File: config.mk
export PLATFORM = sky130hd
export DESIGN_NAME = cpic_top
export DESIGN_NICKNAME = d
export VERILOG_FILES = /design/src/core/cpic_pkg.sv /design/src/core/cpic_filt_if.sv /design/src/core/cpic_filter.sv /design/src/core/cpic_top.sv
export SDC_FILE = /design/constraint.sdc
export NUM_CORES = 1
export LEC_CHECK = 0
export BUFFER_PORTS_ARGS = -buffer_cell sky130_fd_sc_hd__buf_4
export CAP_MARGIN = 25
export CORE_MARGIN = 3
export CORE_UTILIZATION = 38
export CTS_CLUSTER_DIAMETER = 80
export DETAILED_ROUTE_END_ITERATION = 8
export HOLD_SLACK_MARGIN = 0.1
export PLACE_DENSITY = 0.59
export SETUP_SLACK_MARGIN = 0.02
export SLEW_MARGIN = 20
export SYNTH_ARGS = -nofsm -noshare
export SYNTH_HDL_FRONTEND = slang
export SYNTH_SLANG_ARGS = --single-unit
File: constraint.sdc
create_clock -name clk_sys -period 2.8 [get_ports clk_sys]
set_clock_uncertainty 0.05 [all_clocks]
set_input_delay 0 -clock clk_sys [delete_from_list [all_inputs] [get_ports clk_sys]]
set_output_delay 0 -clock clk_sys [all_outputs]
set_load 0.02 [all_outputs]
File: src/core/cpic_pkg.sv
// Constants, types and helpers for the command pulse input conditioner
package cpic_pkg;

    // Setting field width and documented defaults
    localparam int SETTING_W = 4;
    localparam logic [3:0] SETTING_MAX = 4'hF;
    localparam logic [3:0] PULSE_FILT_RST = 4'h4;
    localparam logic [3:0] DIR_FILT_RST = 4'h4;
    localparam logic POLARITY_RST = 1'b0;

    // Polarity encodings of the direction line
    localparam logic POL_HIGH_POSITIVE = 1'b0;
    localparam logic POL_LOW_POSITIVE = 1'b1;

    // Clock rate and default pulse rate limit
    localparam int CLK_FREQ_KHZ = 10000;
    localparam int MAX_PULSE_FREQ_KHZ = 500;
    // Shortest half period at the limit, rounded down, at least one cycle
    localparam int HALF_PERIOD_CYC_RAW = CLK_FREQ_KHZ / (2 * MAX_PULSE_FREQ_KHZ);
    localparam int HALF_PERIOD_CYC = (HALF_PERIOD_CYC_RAW < 1) ? 1 : HALF_PERIOD_CYC_RAW;

    // Stable-time law: base plus step per setting unit
    localparam int FILT_BASE_CYC = 1;
    localparam int FILT_STEP_CYC = 2;
    localparam int FILT_CNT_W = 5;

    // Width of the rejected-glitch counters
    localparam int GLITCH_W = 16;

    typedef logic [SETTING_W-1:0] cpic_setting_t;
    typedef logic [FILT_CNT_W-1:0] cpic_cnt_t;

    // Stable cycles needed for a setting; grows with the setting
    function automatic cpic_cnt_t filt_threshold(input cpic_setting_t s);
        int unsigned t;
        t = FILT_BASE_CYC + FILT_STEP_CYC * int'(s);
        return cpic_cnt_t'(t);
    endfunction

    // Default setting must fit inside half a period at the rate limit
    localparam int DEFAULT_THRESH = FILT_BASE_CYC + FILT_STEP_CYC * int'(PULSE_FILT_RST);
    localparam logic DEFAULT_FITS_LIMIT = (DEFAULT_THRESH <= HALF_PERIOD_CYC);

endpackage

File: src/core/cpic_filt_if.sv
// Bundle between the top and one line filter
`timescale 1ns/10ps
interface cpic_filt_if;
    logic raw;
    cpic_pkg::cpic_setting_t setting;
    logic filt;
    logic rise;
    logic fall;
    logic glitch;

    // Filter side drives the conditioned level and its events
    modport filt_mp (
        input raw,
        input setting,
        output filt,
        output rise,
        output fall,
        output glitch
    );

    // User side supplies the raw line and the active setting
    modport user_mp (
        output raw,
        output setting,
        input filt,
        input rise,
        input fall,
        input glitch
    );
endinterface

File: src/core/cpic_filter.sv
// Stable-time digital filter for one command line
`timescale 1ns/10ps
module cpic_filter (
    input wire logic clk_sys,
    input wire logic rst_n,
    cpic_filt_if.filt_mp fi
);
    cpic_pkg::cpic_cnt_t cnt_q;
    cpic_pkg::cpic_cnt_t thresh;
    logic filt_q;
    logic differ;
    logic accept;

    // Input must differ from the output for thresh cycles
    assign thresh = cpic_pkg::filt_threshold(fi.setting);
    assign differ = fi.raw != filt_q;
    assign accept = differ && (cnt_q + cpic_pkg::cpic_cnt_t'(1) >= thresh);

    // Stability counter, cleared whenever input agrees with output
    always_ff @(posedge clk_sys or negedge rst_n) begin
        if (!rst_n) begin
            cnt_q <= '0;
        end else if (!differ || accept) begin
            cnt_q <= '0;
        end else begin
            cnt_q <= cnt_q + cpic_pkg::cpic_cnt_t'(1);
        end
    end

    // Conditioned level flips only after the full stable time
    always_ff @(posedge clk_sys or negedge rst_n) begin
        if (!rst_n) begin
            filt_q <= 1'b0;
        end else if (accept) begin
            filt_q <= fi.raw;
        end
    end

    // Events: accepted edges, and short pulses that were dropped
    assign fi.filt = filt_q;
    assign fi.rise = accept && fi.raw;
    assign fi.fall = accept && !fi.raw;
    assign fi.glitch = !differ && (cnt_q != '0);
endmodule

File: src/core/cpic_top.sv
// Command pulse and direction input conditioner, top level
`timescale 1ns/10ps
module cpic_top #(
    parameter int GLITCH_W = cpic_pkg::GLITCH_W
) (
    input wire logic clk_sys,
    input wire logic rst_n,
    // Raw command lines from the motion controller
    input wire logic command_pulse_input,
    input wire logic command_direction_input,
    // Saved parameter values, sampled only when leaving reset
    input wire logic direction_polarity_select,
    input wire cpic_pkg::cpic_setting_t pulse_filter_setting,
    input wire cpic_pkg::cpic_setting_t direction_filter_setting,
    // Conditioned outputs toward the position command counter
    output logic pulse_filt_q,
    output logic dir_positive_q,
    output logic step_q,
    output logic step_positive_q,
    // Status
    output cpic_pkg::cpic_setting_t pulse_filter_active_q,
    output cpic_pkg::cpic_setting_t direction_filter_active_q,
    output logic polarity_active_q,
    output logic restart_pending_q,
    output logic dir_setup_error_q,
    output logic [GLITCH_W-1:0] pulse_glitch_count_q,
    output logic [GLITCH_W-1:0] dir_glitch_count_q
);

    logic load_pending_q;
    logic dir_filt_prev_q;
    logic dir_positive_d;
    logic pending_d;

    cpic_filt_if pulse_if ();
    cpic_filt_if dir_if ();

    // Saturating increment shared by both glitch counters
    function automatic logic [GLITCH_W-1:0] sat_inc(input logic [GLITCH_W-1:0] v);
        logic [GLITCH_W-1:0] r;
        r = v;
        if (v != {GLITCH_W{1'b1}}) begin
            r = v + {{(GLITCH_W-1){1'b0}}, 1'b1};
        end
        return r;
    endfunction

    // Raw lines and active settings into the two filters
    assign pulse_if.raw = command_pulse_input;
    assign pulse_if.setting = pulse_filter_active_q;
    assign dir_if.raw = command_direction_input;
    assign dir_if.setting = direction_filter_active_q;

    // Pulse line filter
    cpic_filter u_pulse_filter (
        .clk_sys(clk_sys),
        .rst_n(rst_n),
        .fi(pulse_if.filt_mp)
    );

    // Direction line filter, independent of the pulse filter
    cpic_filter u_dir_filter (
        .clk_sys(clk_sys),
        .rst_n(rst_n),
        .fi(dir_if.filt_mp)
    );

    // One-shot load of saved settings after reset release
    always_ff @(posedge clk_sys or negedge rst_n) begin
        if (!rst_n) begin
            load_pending_q <= 1'b1;
        end else begin
            load_pending_q <= 1'b0;
        end
    end

    // Active settings: defaults in reset, saved values once after restart
    always_ff @(posedge clk_sys or negedge rst_n) begin
        if (!rst_n) begin
            pulse_filter_active_q <= cpic_pkg::PULSE_FILT_RST;
            direction_filter_active_q <= cpic_pkg::DIR_FILT_RST;
            polarity_active_q <= cpic_pkg::POLARITY_RST;
        end else if (load_pending_q) begin
            pulse_filter_active_q <= pulse_filter_setting;
            direction_filter_active_q <= direction_filter_setting;
            polarity_active_q <= direction_polarity_select;
        end
    end

    // Edited but not yet active settings need a restart
    assign pending_d = !load_pending_q &&
        ((pulse_filter_setting != pulse_filter_active_q) ||
         (direction_filter_setting != direction_filter_active_q) ||
         (direction_polarity_select != polarity_active_q));

    always_ff @(posedge clk_sys or negedge rst_n) begin
        if (!rst_n) begin
            restart_pending_q <= 1'b0;
        end else begin
            restart_pending_q <= pending_d;
        end
    end

    // Direction meaning from the active polarity
    always_comb begin
        unique case (polarity_active_q)
            cpic_pkg::POL_HIGH_POSITIVE: dir_positive_d = dir_if.filt;
            cpic_pkg::POL_LOW_POSITIVE: dir_positive_d = !dir_if.filt;
        endcase
    end

    // Registered conditioned levels
    always_ff @(posedge clk_sys or negedge rst_n) begin
        if (!rst_n) begin
            pulse_filt_q <= 1'b0;
            dir_positive_q <= 1'b1;
        end else begin
            pulse_filt_q <= pulse_if.filt;
            dir_positive_q <= dir_positive_d;
        end
    end

    // One step per accepted rising pulse edge, tagged with direction
    always_ff @(posedge clk_sys or negedge rst_n) begin
        if (!rst_n) begin
            step_q <= 1'b0;
            step_positive_q <= 1'b0;
        end else begin
            step_q <= pulse_if.rise;
            if (pulse_if.rise) begin
                step_positive_q <= dir_positive_d;
            end
        end
    end

    // Previous filtered direction for change detection
    always_ff @(posedge clk_sys or negedge rst_n) begin
        if (!rst_n) begin
            dir_filt_prev_q <= 1'b0;
        end else begin
            dir_filt_prev_q <= dir_if.filt;
        end
    end

    // Sticky flag: direction changed while the pulse was high
    always_ff @(posedge clk_sys or negedge rst_n) begin
        if (!rst_n) begin
            dir_setup_error_q <= 1'b0;
        end else if (pulse_if.filt && (dir_if.filt != dir_filt_prev_q)) begin
            dir_setup_error_q <= 1'b1;
        end
    end

    // Rejected pulse-line glitches, saturating
    always_ff @(posedge clk_sys or negedge rst_n) begin
        if (!rst_n) begin
            pulse_glitch_count_q <= '0;
        end else if (pulse_if.glitch) begin
            pulse_glitch_count_q <= sat_inc(pulse_glitch_count_q);
        end
    end

    // Rejected direction-line glitches, saturating
    always_ff @(posedge clk_sys or negedge rst_n) begin
        if (!rst_n) begin
            dir_glitch_count_q <= '0;
        end else if (dir_if.glitch) begin
            dir_glitch_count_q <= sat_inc(dir_glitch_count_q);
        end
    end

    // Default setting stays within the documented rate limit
    localparam logic LIMIT_OK = cpic_pkg::DEFAULT_FITS_LIMIT;

endmodule

Word-level counts from Yosys, hierarchy flattened
Index checks and enable logic that the tools add are counted.
Operators by class
  reduce and logical (&&, ||, !) cells: 19
  muxes and demuxes: 3
  equality and inequality tests: 8
  magnitude comparators: 2
  bitwise logic cells: 1
  add/subtract/negate cells: 6
Operators with widths (number)
  $add 16x1->16 const B: 2
  $ne 16x16->1 const B: 2
  $add 1x5->5 const A: 2
  $add 5x1->5 const B: 2
  $ge 5x5->1: 2
  $mux 5: 2
  $reduce_bool 5->1: 2
  $ne 4x4->1: 2
  $logic_and 1x1->1: 7
  $logic_not 1->1: 4
  $logic_or 1x1->1: 4
  $ne 1x1->1: 4
  $reduce_and 2->1: 2
  $pmux 1 s2: 1
  $not 1->1: 1
Storage, ports and cells
  logic and storage cells: 56
  output and inout port bits: 47
  register bits: 61
  input port bits: 13

Depth between registers and ports, before layout
  depth after elaboration: 5
  mapped depth: 8

Modules after synthesis
Synthesis repeated with hierarchy kept, for this count alone.
Unflattened totals
  cells, all modules: 266
  area total of the unflattened synthesis: 3133.0 µm²
Modules (own cells, without submodules)
  cpic_top: instances 1, cells an instance 184, sequential area each 1231.2 µm², area an instance 2304.7 µm²
  cpic_filter: instances 2, cells an instance 41, sequential area each 150.1 µm², area an instance 414.1 µm²

Least setup slack after synthesis
OpenSTA, ideal clock, no wires.
  path kind: reg2reg
  start point: reg u_pulse_filter.cnt_q[0]
  end point: reg step_positive_q
  slack: 0.661 ns
  clock period less this slack: 2.139 ns
  data arrival time: 1.965 ns
  data required time: 2.625 ns
  stages on the path, launching flop included: 9
  path through: dfrtp_1 -> inv_1 -> ha_1 -> ha_1 -> nor2b_1 -> o21a_1 -> o211ai_1 -> a31o_2 -> mux2_2
On the way
  longest elaborated chain between the ends: 4
RTL lines
  start: declaration: RTL line cpic_filter.sv:8  | cpic_pkg::cpic_cnt_t cnt_q;
  start signal: assignment: RTL line cpic_filter.sv:26  | cnt_q <= cnt_q + cpic_pkg::cpic_cnt_t'(1);
  $add 5x1->5: RTL line cpic_filter.sv:17  | assign accept = differ && (cnt_q + cpic_pkg::cpic_cnt_t'(1) >= thresh);
  $ge 5x5->1: RTL line cpic_filter.sv:17
  $logic_and 1x1->1: RTL line cpic_filter.sv:17
  $logic_and 1x1->1: RTL line cpic_filter.sv:41  | assign fi.rise = accept && fi.raw;
  end signal: assignment: RTL line cpic_top.sv:131  | step_positive_q <= dir_positive_d;
  end: declaration: RTL line cpic_top.sv:19  | output logic step_positive_q,
No other way between the ends.
A chain may end at the register's enable or synchronous reset.

Worst setup path in the final report
Ends and elaborated chain as after synthesis.

==> implementation parameters <==
Parameter                              Value

Status
  Result of the run ... complete, no violations

Worst setup path
  Ordered cell list for the critical path ... inv_1, ha_1, ha_1, nor2b_1, o21a_1, o211ai_1, a31o_2, mux2_2
  CP Data Required Time ... 2.97 ns
  RR Startpoint ... u_pulse_filter.cnt_q[0]
  Biggest fanout along the worst timing path ... 5
  Arrival time reported for the critical path endpoint ... 2.46 ns
  Delay of the slowest critical-path stage ... between 0.4 and 0.5 ns
  Standard cell with the maximum stage delay on the critical path ... sky130_fd_sc_hd__dfrtp_1
  End of the worst register-to-register path ... step_positive_q
  CP Capture Type ... flip-flop
  Worst Setup EP ... step_positive_q
  Cells on worst reg2reg path ... 8
  Category of the most critical setup path ... reg2reg
  Cell occurring most often along the worst timing path ... sky130_fd_sc_hd__ha_1
  Start point of the critical path ... u_pulse_filter.cnt_q[0]
  Critical path startpoint category ... flip-flop
  R2R Setup Slk ... approximately 0.51 ns

Finish
  Non-filler cells, final ... 456
  Post-layout nets ... 379
  Layout cells sized above 1 ... 0.261
  Post-layout util ... 0.515
  Synth-to-Final Area Change ... 28.7%
  Ant diodes ... 0

Synth
  Post-synthesis cell count ... 273
  Number of register bits inferred by synthesis ... 61
  Largest cells by area after synthesis ... sky130_fd_sc_hd__dfrtp_1, sky130_fd_sc_hd__xnor2_1, sky130_fd_sc_hd__xor2_1
  Synthesized area per cell ... ~11 µm²
  Share of the synthesized area in the top cell type ... 0.478
  Number of warning messages in the yosys log ... 0
  Share of the yosys chip area belonging to registers ... 0.513
  Cell type contributing the most total cell area after synthesis ... sky130_fd_sc_hd__dfrtp_1
  Post-synth cell types ... 40
  Synth Cell Area ... roughly 3000 µm²
  Post-Syn Nets ... 300

Power
  Sequential share of power ... 0.423
  Worst IR drop on VDD ... 0.280 mV
  Leakage power summed over all cells ... between 1.5 and 2 nW
  Combinational share of power ... 0.344
  Total power density per cell area ... 778 nW/µm²
  Fraction of power consumed by the clock network ... 0.233
  Internal cell power ... approximately 1.9 mW
  Share of total power consumed by net switching ... 0.368
  Power spent charging and discharging nets ... 1.10 mW

Clock tree
  Post-CTS setup repair buffer count ... 0
  Register clock-pin slew on the reported worst setup and hold paths ... approximately 0.070 ns
  Cts repair resizes ... 0
  CTS root buf ... sky130_fd_sc_hd__clkbuf_8
  Maximum level of the CTS H-tree ... 3
  Max Buffers Root-to-Sink ... 2
  Worst skew pair latency ... 0.33 ns
  # hold bufs at CTS ... 12
  TritonCTS sink count ... 61
  Clock tree from TritonCTS ... done
  Number of buffers created by CTS ... 9

Die
  Width of the die ... 94.6 µm
  Number of I/O pins ... 60
  Core area ... roughly 7400 µm²
  Floorplan row count ... 31
  Y dimension of the die ... ~95 µm
  Total die area ... ~9000 µm²
  Initial standard-cell utilization of the core ... 0.401

STA
  Total negative slack ... 0 ns
  Upper clock frequency limit ... 0.436 GHz
  Worst rel slew slack ... 0.487
  Minimum setup slack in the final design ... 0.505 ns
  Fin. Hold Viols ... 0
  Final slew viol count ... 0
  Period minus WS final ... about 2.3 ns
  Actual slew at the worst max-slew pin ... 0.769 ns
  Unrepaired setup endpoints after global routing ... false
  Final Hold Slack ... 0.217 ns
  Final worst path period share ... 0.820
  Final setup violation count ... 0

Route
  Count of routing violations after the opening detailed-route iteration ... 126
  Vias ... 2192
  Average via count per standard cell ... 4.81
  Avg WL per Cell ... between 10 and 15 µm
  Initial DRT Pass Iterations ... 4
  Routed WL ... 5900 µm
  DRC violation count after routing ... 0
  Antenna violation net count after detailed routing ... 0

Place
  Estimated wirelength of the detail-placed design ... 4260 µm
  Pre-CTS setup slack ... 0.510 ns
  Final RePlAce weighted congestion ... 0.801
  Number of input and output port buffers inserted ... 59
  Placed cell count ... 428

Global routing
  Via count of the first global-routing pass ... 2092
  Total global-route track usage ... 0.144
  Grt ovf ... 0
  Wire length of the first global-routing pass ... 10000 µm
  Pin count of the biggest net entering global routing ... 62
  Initial antenna violation count ... 0

Min path
  Tightest Hold Check Type ... in2async

Run
  Max-cap check violation count ... 0
-- flip-flops by register name (all words and copies together), names as in the netlist, 4 cells and up --
signal and flops:
dir_glitch_count_q 16, pulse_glitch_count_q 16, u_dir_filter.cnt_q 5, u_pulse_filter.cnt_q 5, direction_filter_active_q 4, pulse_filter_active_q 4
-- logic make-up after synthesis --
logic type | Yosys count | synth area share
compound gates | 22 | 0.0520
buf+inv | 26 | 0.0352
other cells | 1 | 0.00126
simple gates | 96 | 0.176
xor+xnor | 47 | 0.138
fa+ha+maj | 14 | 0.0587
flops | 61 | 0.513
mux | 6 | 0.0252
-- synthesized netlist by cell type --
master / instances
sky130_fd_sc_hd__a211oi_1: 1
sky130_fd_sc_hd__a21boi_4: 1
sky130_fd_sc_hd__a21o_1: 1
sky130_fd_sc_hd__a21oi_1: 4
sky130_fd_sc_hd__a31o_2: 1
sky130_fd_sc_hd__a31oi_1: 1
sky130_fd_sc_hd__and2_1: 3
sky130_fd_sc_hd__and3_1: 4
sky130_fd_sc_hd__and3_2: 1
sky130_fd_sc_hd__and4_1: 1
sky130_fd_sc_hd__buf_6: 1
sky130_fd_sc_hd__clkbuf_1: 2
sky130_fd_sc_hd__conb_1: 1
sky130_fd_sc_hd__dfrtp_1: 57
sky130_fd_sc_hd__dfstp_2: 4
sky130_fd_sc_hd__ha_1: 14
sky130_fd_sc_hd__inv_1: 23
sky130_fd_sc_hd__mux2_2: 4
sky130_fd_sc_hd__mux2_4: 2
sky130_fd_sc_hd__nand2_1: 18
sky130_fd_sc_hd__nand2b_1: 1
sky130_fd_sc_hd__nand3_1: 18
sky130_fd_sc_hd__nand4_1: 9
sky130_fd_sc_hd__nand4_4: 1
sky130_fd_sc_hd__nor2_1: 14
sky130_fd_sc_hd__nor2_2: 1
sky130_fd_sc_hd__nor2b_1: 8
sky130_fd_sc_hd__nor3_1: 6
sky130_fd_sc_hd__nor3_2: 1
sky130_fd_sc_hd__nor4_1: 5
sky130_fd_sc_hd__nor4b_1: 1
sky130_fd_sc_hd__o211ai_1: 2
sky130_fd_sc_hd__o21a_1: 2
sky130_fd_sc_hd__o21ai_0: 8
sky130_fd_sc_hd__o41ai_2: 1
sky130_fd_sc_hd__or2_2: 1
sky130_fd_sc_hd__or3b_1: 1
sky130_fd_sc_hd__or4b_1: 2
sky130_fd_sc_hd__xnor2_1: 25
sky130_fd_sc_hd__xor2_1: 22
-- critical path: cells and delay by family, from the launching register on --
kind | cells | cell delay [ns]
buffers and inverters | 1 | 0.06
flip-flops | 1 | 0.41
AND/OR/NAND/NOR | 1 | 0.13
AO/OA/AOI/OAI | 3 | 0.63
multiplexers | 1 | 0.32
adder cells (fa/ha/maj) | 2 | 0.58
-- per-stage QoR --
step	area (µm²)	total power [mW]
floorplan	2980	1.94
global placement	3530	2.28
detailed placement	3540	2.31
CTS	3840	3.04
global route	3840	3.20
finish	3840	2.99
-- power by group through the flow --
stage	Combinational (mW)	Clock (mW)	Sequential, mW
final	1.03	0.696	1.26
after global routing	1.14	0.767	1.30
after CTS	1.05	0.728	1.27
after detailed placement	1.03	0	1.28
after global placement	1.00	0	1.28
after floorplan	0.550	0	1.39
-- area by class of cell --
| cell class | instances | area [µm²] |
|---|---|---|
| Fill cell | 723 | 3610 |
| Sequential cell | 61 | 1530 |
| Multi-Input combinational cell | 186 | 1360 |
| Timing Repair Buffer | 71 | 563 |
| Clock buffer | 10 | 138 |
| Tap cell | 99 | 124 |
| Inverter | 23 | 86.3 |
| Clock inverter | 6 | 38.8 |
-- cell usage in the layout (no fill, tap or decap), types with 5 or more instances in the layout --
cell,count
sky130_fd_sc_hd__nor2b_1,8
sky130_fd_sc_hd__nand3_1,18
sky130_fd_sc_hd__ha_1,14
sky130_fd_sc_hd__nor3_1,6
sky130_fd_sc_hd__xnor2_1,25
sky130_fd_sc_hd__nor4_1,5
sky130_fd_sc_hd__nor2_1,14
sky130_fd_sc_hd__buf_4,59
sky130_fd_sc_hd__nand2_1,18
sky130_fd_sc_hd__nand4_1,9
sky130_fd_sc_hd__dfrtp_1,57
sky130_fd_sc_hd__xor2_1,22
sky130_fd_sc_hd__o21ai_0,8
sky130_fd_sc_hd__inv_1,23
sky130_fd_sc_hd__dlygate4sd3_1,12
sky130_fd_sc_hd__clkbuf_8,10
-- worst min-delay path by stage --
stage	start	cells after the start	endpoint	slack (ns)
after floorplan	rst_n	0	dir_filt_prev_q	-0.35
after global placement	rst_n	1	pulse_glitch_count_q[8]	0.09
after detailed placement	rst_n	1	pulse_glitch_count_q[8]	0.09
after CTS	rst_n	2	pulse_glitch_count_q[8]	0.26
after global routing	rst_n	2	pulse_glitch_count_q[7]	0.29
final	rst_n	2	pulse_glitch_count_q[6]	0.22
-- metal layers --
| metal | global-route usage | routed length [µm] |
|---|---|---|
| met1 | 0.189 | 2850 |
| met2 | 0.221 | 2700 |
| met3 | 0.0518 | 277 |
| met4 | 0.0469 | 68 |
| met5 | 0 | 0 |
Note: power is estimated with default switching activity, not from simulation.
